<file path="config.mk">
export PLATFORM = sky130hd
export DESIGN_NAME = tss_sequencer
export DESIGN_NICKNAME = d
export VERILOG_FILES = /design/src/core/tss_pkg.sv /design/src/core/tss_cmd_port.sv /design/src/core/tss_sequencer.sv
export SDC_FILE = /design/constraint.sdc
export NUM_CORES = 1
export LEC_CHECK = 0
export ABC_AREA = 1
export BUFFER_PORTS_ARGS = -buffer_cell sky130_fd_sc_hd__buf_2
export CAP_MARGIN = 20
export CORE_MARGIN = 4
export CORE_UTILIZATION = 59
export DETAILED_ROUTE_END_ITERATION = 12
export PLACE_DENSITY = 0.86
export RECOVER_POWER = 50
export SYNTH_ARGS = -nofsm -noshare
export SYNTH_HDL_FRONTEND = slang
export SYNTH_SLANG_ARGS = --single-unit
</file>
<file path="constraint.sdc">
create_clock -name clk_i -period 3.4 [get_ports clk_i]
set_input_delay 0.17 -clock clk_i [delete_from_list [all_inputs] [get_ports clk_i]]
set_output_delay 0.17 -clock clk_i [all_outputs]
set_load 0.02 [all_outputs]
</file>
<file path="src/core/tss_pkg.sv">
// shared constants and types of the test start/stop sequencer
package tss_pkg;

   // ***************************************************************
   // register map (byte addresses, one 32-bit word each)
   // ***************************************************************
   localparam int TSS_ADDR_W = 8;
   localparam int TSS_DATA_W = 32;
   localparam logic [TSS_ADDR_W-1:0] TSS_OFF_CTRL = 8'h00;
   localparam logic [TSS_ADDR_W-1:0] TSS_OFF_STATUS = 8'h04;
   localparam logic [TSS_ADDR_W-1:0] TSS_OFF_COUNT = 8'h08;
   localparam logic [TSS_ADDR_W-1:0] TSS_OFF_IRQ_STATUS = 8'h0c;
   localparam logic [TSS_ADDR_W-1:0] TSS_OFF_IRQ_MASK = 8'h10;
   localparam logic [TSS_ADDR_W-1:0] TSS_OFF_LIST = 8'h20;
   localparam logic [1:0] TSS_WORD_ALIGN = 2'h0;

   // ***************************************************************
   // field positions
   // ***************************************************************
   localparam int TSS_CTRL_RUN_BIT = 0;
   localparam int TSS_CTRL_KEEP_CLK_BIT = 1;
   localparam int TSS_STAT_MEAS_BUSY_BIT = 0;
   localparam int TSS_STAT_CLK_ON_BIT = 1;
   localparam int TSS_STAT_SEQ_BUSY_BIT = 2;
   localparam int TSS_IRQ_W = 3;
   localparam int TSS_IRQ_START_DONE_BIT = 0;
   localparam int TSS_IRQ_STOP_DONE_BIT = 1;
   localparam int TSS_IRQ_REFUSED_BIT = 2;

   // ***************************************************************
   // reset values and timing
   // ***************************************************************
   localparam logic TSS_BP_CLK_RST = 1'b0;
   localparam logic TSS_KEEP_CLK_RST = 1'b0;
   localparam logic [TSS_IRQ_W-1:0] TSS_IRQ_MASK_RST = 3'h0;
   localparam int TSS_CLK_SETTLE_CYCLES = 4;

   // ***************************************************************
   // commands sent to a backplane measurement module
   // ***************************************************************
   typedef enum logic [1:0] {
      TSS_OP_TRIG_CLEAR,
      TSS_OP_CONFIG_MODE,
      TSS_OP_MEAS_MODE,
      TSS_OP_TRIG_SET
   } tss_op_t;

endpackage

</file>
<file path="src/core/tss_cmd_port.sv">
// one outstanding command to a backplane module, held until the module acknowledges
`timescale 1ns/1ps
`default_nettype none
module tss_cmd_port #(
   parameter int SLOT_W = 4
) (
   input wire logic clk_i,
   input wire logic rst_i,
   input wire logic go_i,
   input wire logic [SLOT_W-1:0] slot_i,
   input wire tss_pkg::tss_op_t op_i,
   input wire logic mod_cmd_ack_i,
   output logic mod_cmd_valid_o,
   output logic [SLOT_W-1:0] mod_cmd_slot_o,
   output tss_pkg::tss_op_t mod_cmd_op_o,
   output logic done_o
);
   import tss_pkg::*;

   typedef struct packed {
      logic valid;
      logic [SLOT_W-1:0] slot;
      tss_op_t op;
      logic done;
   } tss_port_t;

   tss_port_t q;
   tss_port_t d;

   always_comb
   begin
      d = q;
      d.done = 1'b0;
      // a go while busy cannot occur: the sequencer waits for done
      if (!q.valid && go_i)
      begin
         d.valid = 1'b1;
         d.slot = slot_i;
         d.op = op_i;
      end
      else if (q.valid && mod_cmd_ack_i)
      begin
         d.valid = 1'b0;
         d.done = 1'b1;
      end
   end

   always_ff @(posedge clk_i)
   begin
      if (rst_i)
      begin
         q <= '0;
         q.op <= TSS_OP_TRIG_CLEAR;
      end
      else
      begin
         q <= d;
      end
   end

   assign mod_cmd_valid_o = q.valid;
   assign mod_cmd_slot_o = q.slot;
   assign mod_cmd_op_o = q.op;
   assign done_o = q.done;

endmodule
`default_nettype wire

</file>
<file path="src/core/tss_sequencer.sv">
// test start/stop sequencer with wishbone registers and backplane command port
`timescale 1ns/1ps
`default_nettype none

// Notes on behaviour
// - control write with run 1 starts or restarts, run 0 stops a measurement
// - keep-clock bit: 1 keeps backplane clock on during test, 0 (default) off
// - status bit 0 mirrors the backplane ready line: 1 busy, 0 finished
// - status bit 1 is 1 while backplane clock runs, 0 while stopped
// - start first turns backplane clock on, whatever the keep-clock bit says
// - start step two clears each listed module's trigger, first module first
// - start step three sets configuration mode in list order
// - start step four sets measurement mode in reverse list order
// - start step five sets trigger active in reverse list order
// - start ends by turning the clock off when keep-clock is 0
// - stop: clock on, clear triggers in order, configuration mode in order
// - only listed modules take part, approached in list order, but in reverse order for measurement mode and trigger set
module tss_sequencer #(
   parameter int MAX_MODS = 8,
   parameter int SLOT_W = 4,
   parameter int CLK_SETTLE = tss_pkg::TSS_CLK_SETTLE_CYCLES
) (
   input wire logic clk_i,
   input wire logic rst_i,
   input wire logic wb_cyc_i,
   input wire logic wb_stb_i,
   input wire logic wb_we_i,
   input wire logic [tss_pkg::TSS_ADDR_W-1:0] wb_adr_i,
   input wire logic [3:0] wb_sel_i,
   input wire logic [tss_pkg::TSS_DATA_W-1:0] wb_dat_i,
   output logic [tss_pkg::TSS_DATA_W-1:0] wb_dat_o,
   output logic wb_ack_o,
   output logic irq_o,
   input wire logic bp_meas_busy_i,
   output logic bp_clk_en_o,
   output logic seq_busy_o,
   output logic mod_cmd_valid_o,
   output logic [SLOT_W-1:0] mod_cmd_slot_o,
   output tss_pkg::tss_op_t mod_cmd_op_o,
   input wire logic mod_cmd_ack_i
);
   import tss_pkg::*;

   localparam int CNT_W = $clog2(MAX_MODS + 1);
   localparam int IDX_W = $clog2(MAX_MODS);
   localparam int SET_W = $clog2(CLK_SETTLE + 1);

   // ***************************************************************
   // state
   // ***************************************************************
   typedef enum logic [2:0] {
      S_IDLE,
      S_CLK_ON,
      S_TRIG_CLR,
      S_CONFIG,
      S_MEAS,
      S_TRIG_SET,
      S_FINISH
   } tss_state_t;

   typedef struct packed {
      tss_state_t st;
      logic wait_ack;
      logic [IDX_W-1:0] idx;
      logic [CNT_W-1:0] count;
      logic [MAX_MODS-1:0][SLOT_W-1:0] slots;
      logic run;
      logic keep_clk;
      logic clk_en;
      logic [SET_W-1:0] settle;
      logic [TSS_IRQ_W-1:0] irq_st;
      logic [TSS_IRQ_W-1:0] irq_mask;
      logic ack;
      logic [TSS_DATA_W-1:0] rdat;
      logic go;
      logic [SLOT_W-1:0] go_slot;
      tss_op_t go_op;
   } tss_main_t;

   tss_main_t q;
   tss_main_t d;

   logic cmd_done;
   logic bus_req;
   logic idle;
   logic [TSS_IRQ_W-1:0] irq_set;
   logic [TSS_IRQ_W-1:0] irq_clr;
   logic [TSS_DATA_W-1:0] rd_word;
   logic [CNT_W-1:0] wr_count;
   tss_state_t nxt;

   // ***************************************************************
   // helpers
   // ***************************************************************
   function automatic logic list_hit(input logic [TSS_ADDR_W-1:0] a);
      logic [TSS_ADDR_W-1:0] off;
      off = TSS_ADDR_W'(a - TSS_OFF_LIST);
      return (a >= TSS_OFF_LIST) && (off[1:0] == TSS_WORD_ALIGN)
         && (off[TSS_ADDR_W-1:2] < (TSS_ADDR_W-2)'(MAX_MODS));
   endfunction

   function automatic logic [IDX_W-1:0] list_idx(input logic [TSS_ADDR_W-1:0] a);
      logic [TSS_ADDR_W-1:0] off;
      off = TSS_ADDR_W'(a - TSS_OFF_LIST);
      return IDX_W'(off[TSS_ADDR_W-1:2]);
   endfunction

   // measurement mode and trigger set walk the list backwards
   function automatic logic is_rev(input tss_state_t s);
      return (s == S_MEAS) || (s == S_TRIG_SET);
   endfunction

   function automatic logic [IDX_W-1:0] first_idx(input tss_state_t s,
                                                 input logic [CNT_W-1:0] n);
      return is_rev(s) ? IDX_W'(n - 1'b1) : '0;
   endfunction

   function automatic logic is_last(input tss_state_t s, input logic [IDX_W-1:0] i,
                                    input logic [CNT_W-1:0] n);
      return is_rev(s) ? (i == '0) : (i == IDX_W'(n - 1'b1));
   endfunction

   function automatic tss_state_t next_step(input tss_state_t s, input logic run);
      tss_state_t r;
      r = S_IDLE;
      case (s)
         S_TRIG_CLR: r = S_CONFIG;
         S_CONFIG: r = run ? S_MEAS : S_FINISH;
         S_MEAS: r = S_TRIG_SET;
         S_TRIG_SET: r = S_FINISH;
         default: r = S_IDLE;
      endcase
      return r;
   endfunction

   function automatic tss_op_t step_op(input tss_state_t s);
      tss_op_t r;
      r = TSS_OP_TRIG_CLEAR;
      case (s)
         S_TRIG_CLR: r = TSS_OP_TRIG_CLEAR;
         S_CONFIG: r = TSS_OP_CONFIG_MODE;
         S_MEAS: r = TSS_OP_MEAS_MODE;
         S_TRIG_SET: r = TSS_OP_TRIG_SET;
         default: r = TSS_OP_TRIG_CLEAR;
      endcase
      return r;
   endfunction

   // ***************************************************************
   // register read mux
   // ***************************************************************
   always_comb
   begin
      rd_word = '0;
      case (wb_adr_i)
         TSS_OFF_CTRL:
         begin
            rd_word[TSS_CTRL_RUN_BIT] = q.run;
            rd_word[TSS_CTRL_KEEP_CLK_BIT] = q.keep_clk;
         end
         TSS_OFF_STATUS:
         begin
            rd_word[TSS_STAT_MEAS_BUSY_BIT] = bp_meas_busy_i;
            rd_word[TSS_STAT_CLK_ON_BIT] = q.clk_en;
            rd_word[TSS_STAT_SEQ_BUSY_BIT] = (q.st != S_IDLE);
         end
         TSS_OFF_COUNT: rd_word[CNT_W-1:0] = q.count;
         TSS_OFF_IRQ_STATUS: rd_word[TSS_IRQ_W-1:0] = q.irq_st;
         TSS_OFF_IRQ_MASK: rd_word[TSS_IRQ_W-1:0] = q.irq_mask;
         default:
         begin
            // unmapped words read as zero
            if (list_hit(wb_adr_i))
            begin
               rd_word[SLOT_W-1:0] = q.slots[list_idx(wb_adr_i)];
            end
         end
      endcase
   end

   // ***************************************************************
   // bus slave and sequencer
   // ***************************************************************
   always_comb
   begin
      d = q;
      d.ack = 1'b0;
      d.go = 1'b0;
      irq_set = '0;
      irq_clr = '0;
      idle = (q.st == S_IDLE);
      bus_req = wb_cyc_i && wb_stb_i && !q.ack;
      wr_count = wb_dat_i[CNT_W-1:0];
      if (wr_count > CNT_W'(MAX_MODS))
      begin
         wr_count = CNT_W'(MAX_MODS);
      end
      nxt = next_step(q.st, q.run);

      if (bus_req)
      begin
         d.ack = 1'b1;
         d.rdat = rd_word;
         if (wb_we_i && wb_sel_i[0])
         begin
            case (wb_adr_i)
               TSS_OFF_CTRL:
               begin
                  if (idle)
                  begin
                     d.run = wb_dat_i[TSS_CTRL_RUN_BIT];
                     d.keep_clk = wb_dat_i[TSS_CTRL_KEEP_CLK_BIT];
                     d.clk_en = 1'b1;
                     d.settle = '0;
                     d.st = S_CLK_ON;
                  end
                  else
                  begin
                     irq_set[TSS_IRQ_REFUSED_BIT] = 1'b1;
                  end
               end
               TSS_OFF_COUNT:
               begin
                  if (idle)
                  begin
                     d.count = wr_count;
                  end
               end
               TSS_OFF_IRQ_STATUS: irq_clr = wb_dat_i[TSS_IRQ_W-1:0];
               TSS_OFF_IRQ_MASK: d.irq_mask = wb_dat_i[TSS_IRQ_W-1:0];
               default:
               begin
                  // the list is frozen while a sequence walks it
                  if (idle && list_hit(wb_adr_i))
                  begin
                     d.slots[list_idx(wb_adr_i)] = wb_dat_i[SLOT_W-1:0];
                  end
               end
            endcase
         end
      end

      case (q.st)
         S_IDLE:
         begin
            d.wait_ack = 1'b0;
         end
         S_CLK_ON:
         begin
            // give the backplane clock a few cycles before the first command
            if (q.settle == SET_W'(CLK_SETTLE - 1))
            begin
               d.st = S_TRIG_CLR;
               d.idx = '0;
            end
            else
            begin
               d.settle = SET_W'(q.settle + 1'b1);
            end
         end
         S_TRIG_CLR, S_CONFIG, S_MEAS, S_TRIG_SET:
         begin
            if (q.count == '0)
            begin
               // empty list: no module takes part, walk straight through
               d.st = nxt;
               d.idx = first_idx(nxt, q.count);
            end
            else if (!q.wait_ack)
            begin
               d.go = 1'b1;
               d.go_slot = q.slots[q.idx];
               d.go_op = step_op(q.st);
               d.wait_ack = 1'b1;
            end
            else if (cmd_done)
            begin
               d.wait_ack = 1'b0;
               if (is_last(q.st, q.idx, q.count))
               begin
                  d.st = nxt;
                  d.idx = first_idx(nxt, q.count);
               end
               else if (is_rev(q.st))
               begin
                  d.idx = IDX_W'(q.idx - 1'b1);
               end
               else
               begin
                  d.idx = IDX_W'(q.idx + 1'b1);
               end
            end
         end
         S_FINISH:
         begin
            if (q.run)
            begin
               d.clk_en = q.keep_clk;
               irq_set[TSS_IRQ_START_DONE_BIT] = 1'b1;
            end
            else
            begin
               irq_set[TSS_IRQ_STOP_DONE_BIT] = 1'b1;
            end
            d.st = S_IDLE;
         end
         default:
         begin
            d.st = S_IDLE;
         end
      endcase

      // an event in the same cycle as its clear stays set
      d.irq_st = (q.irq_st & ~irq_clr) | irq_set;
   end

   always_ff @(posedge clk_i)
   begin
      if (rst_i)
      begin
         q <= '0;
         q.st <= S_IDLE;
         q.clk_en <= TSS_BP_CLK_RST;
         q.keep_clk <= TSS_KEEP_CLK_RST;
         q.irq_mask <= TSS_IRQ_MASK_RST;
         q.go_op <= TSS_OP_TRIG_CLEAR;
      end
      else
      begin
         q <= d;
      end
   end

   // ***************************************************************
   // backplane command port
   // ***************************************************************
   tss_cmd_port #(
      .SLOT_W(SLOT_W)
   ) tss_cmd_port_inst (
      .clk_i(clk_i),
      .rst_i(rst_i),
      .go_i(q.go),
      .slot_i(q.go_slot),
      .op_i(q.go_op),
      .mod_cmd_ack_i(mod_cmd_ack_i),
      .mod_cmd_valid_o(mod_cmd_valid_o),
      .mod_cmd_slot_o(mod_cmd_slot_o),
      .mod_cmd_op_o(mod_cmd_op_o),
      .done_o(cmd_done)
   );

   assign wb_ack_o = q.ack;
   assign wb_dat_o = q.rdat;
   assign irq_o = |(q.irq_st & q.irq_mask);
   assign bp_clk_en_o = q.clk_en;
   assign seq_busy_o = (q.st != S_IDLE);

endmodule
`default_nettype wire

</file>
==> impl_results.md <==
* Die width at 93.4 um
* Worst Setup SP: rst_i
* Max_cap viols at 0
* Post-cts sizing count at 0
* Sw Ratio at 0.244
* GP Congestion at approximately 0.89
* Wirelength, routed at approximately 10000 um
* Vias in the first global route at 3792
* Residual DRC count at 0
* Clock Skew at 0.0102 ns
* Syn Inst Count at 628
* Reg-to-reg startpoint: q[88]$_SDFFE_PP0P_
* Total core area at 6940 um^2
* Post-CTS Setup Bufs at 0
* Root Driver: clkbuf_8
* Pwr Density at 394 nW/um^2
* CTS tree: built
* Post-DP HPWL at 7460 um
* Final setup vio count at 0
* Ports at 94
* Peak VDD IR at 0.309 mV
* Max-slew violation count at 0
* Worst min path class: input port to flop
* P_sw at roughly 440 uW
* Post-synthesis sequential area ratio at 0.349
* Initial antenna violation count at 0
* Synth warn at 0
* Share of cells above drive strength 1 at 0.0959
* Fin util at 0.657
* Crit path arrival time at 2.69 ns
* Part of the cycle the worst path needs at 0.710
* CTS H-tree depth at 3
* Fin nets at between 700 and 800
* GRT Residual Overflow at 0
* Clock-pin slew on the worst setup and hold paths at about 0.080 ns
* Crit start category: input port
* Worst-margin pin slew at 1.44 ns
* Initial Util at 0.619
* Cell Rows at 30
* Mapped cell area at around 4300 um^2
* Crit end category: flop
* Vias at 4109
* Post-route cell area at 4570 um^2
* Area Growth Syn to Fin at 6.20%
* Cts bufs inserted at 9
* Worst Path Required at 3.67 ns
* Antenna Nets Post-Route at 0
* DRT iter0 DRCs at about 380
* Crit Path Class: input port to flop
* RSZ-0062 raised after global routing: no
* Hold Path Origin: mod_cmd_ack_i
* Status: complete, no violations
* Worst-skew pair later-pin latency at approximately 0.35 ns
* Antenna cells at 0
* Design Power at 1800 uW
* Gate power share at 0.073
* Post-route setup TNS at 0 ns
* Critical path peak fanout at 36
* Pint at 1360 uW
* Gr usage total at 0.247
* Pin count of the biggest net entering global routing at 44
* First-pass iteration count of the detailed router at 6
* Wirelength per Cell at 13.9 um
* Die Span Y at 93.4 um
* Hold Fails Final Rpt at 0
* Vias per cell at 5.46
* Clock Tree Buf Depth at 2
* First-pass GRT wire length at 17200 um
* LEAKAGE at 0.00198 uW
* Seq pwr share at 0.491
* Syn avg cell area at 6.85 um^2
* Hold WS at 0.0152 ns
* Clk pwr share at 0.436
* Slew headroom at 0.0429
* Die area at 8720 um^2
* Netlist cell types at 39
* Clock Sinks at 75
* Port Buffer Count at 34
* Min cycle time layout at around 2.4 ns
* Placement Cell Area at 4380 um^2
* Max Freq at 0.414 GHz
* Synth Register Bits at 75
* Hold_buf cts at 0
## worst max-delay path: stages
cell	delay [ns]
clkbuf_1	0.54
inv_1	0.44
clkbuf_1	0.99
o21ai_0	0.31
a21oi_1	0.22
## flip-flops by register name, indices dropped and copies added, names as in the netlist
name	cells
tss_cmd_port_inst.mod_cmd_slot_o	4
bp_clk_en_o	1
wb_dat_o	4
tss_cmd_port_inst.mod_cmd_valid_o	1
wb_ack_o	1
tss_cmd_port_inst.mod_cmd_op_o	2
tss_cmd_port_inst.done_o	1
q	61
## placed cells by master, fill, tap and decap left out, types with 3 or more instances in the layout
cell / count
nand2_1: 115
nor2_1: 80
inv_1: 75
dfxtp_1: 75
a21oi_1: 64
o21ai_0: 62
nand3_1: 30
conb_1: 28
buf_2: 19
clkbuf_1: 17
o21a_1: 16
clkbuf_8: 11
o2111ai_1: 8
inv_2: 6
nor3_1: 6
nand3_4: 4
nor2_4: 4
ha_1: 4
nand3_2: 3
or2_2: 3
nand4_1: 3
buf_4: 3
## Yosys cell counts, drive strengths merged
cell / count / share of area
buf: 44 / 0.070
a21boi: 1 / 0.0017
ha: 4 / 0.012
nand2: 117 / 0.11
or2: 3 / 0.0044
a21oi: 64 / 0.075
a31oi: 2 / 0.0029
nand4: 3 / 0.0044
o211ai: 1 / 0.0017
dfxtp: 75 / 0.35
nand3b: 1 / 0.0017
o21ai: 63 / 0.073
nor3: 7 / 0.0093
o2111ai: 8 / 0.016
xnor3: 1 / 0.0052
nor2: 85 / 0.090
o21a: 16 / 0.028
a22oi: 1 / 0.0017
nand3: 37 / 0.058
clkinv: 3 / 0.0032
conb: 1 / 0.00087
inv: 81 / 0.071
fa: 1 / 0.0047
clkbuf: 8 / 0.0070
a211oi: 1 / 0.0017
## power by group through the flow
stage	Combinational [uW]	Clock, uW	Sequential, uW
5_1_grt	144	827	884
3_5_place_dp	130	0	904
4_1_cts	131	785	883
3_3_place_gp	127	0	904
2_1_floorplan	123	0	904
6_report	132	785	883
## area by class of cell
cell class	instances	area [um^2]
Fill cell	625	2380
Multi-Input combinational cell	444	2220
Sequential cell	75	1500
Inverter	84	318
Timing Repair Buffer	38	178
Clock buffer	12	155
Tap cell	96	120
Clock inverter	4	72.6
## per-layer routing
metal / GRT usage / wire, um
met4: 0.111 / 252
met5: 0 / 0
met2: 0.394 / 4640
met3: 0.0378 / 985
met1: 0.328 / 4590
## logic make-up after synthesis
group                    Yosys count  share of synthesized area
AND/OR/NAND/NOR                  253                      0.276
AO/OA/AOI/OAI                    157                      0.202
buffers and inverters            136                      0.151
flip-flops                        75                      0.349
adder cells (fa/ha/maj)            5                     0.0163
XOR/XNOR                           1                    0.00524
other                              1                   0.000872
## final timing paths
kind	endpoint	slack, ns	cells after the start
worst max-delay path	wb_dat_o[3]$_SDFFE_PP0P_	0.99	5
worst min-delay path	tss_cmd_port_inst.mod_cmd_valid_o$_SDFFE_PP0P_	0.02	2
worst max register to register	q[93]$_SDFF_PP0_	1.22	13
worst min register to register	q[85]$_SDFFE_PP0P_	0.48	2
## per-stage QoR
step | instances | setup slack, ns
after floorplan | 655 | 1.64
after global placement | 736 | 1.36
after detailed placement | 736 | 1.32
final | 753 | 0.985
after global routing | 753 | 0.648
after CTS | 752 | 1.30
No activity file was read; power rests on OpenSTA's default activity.
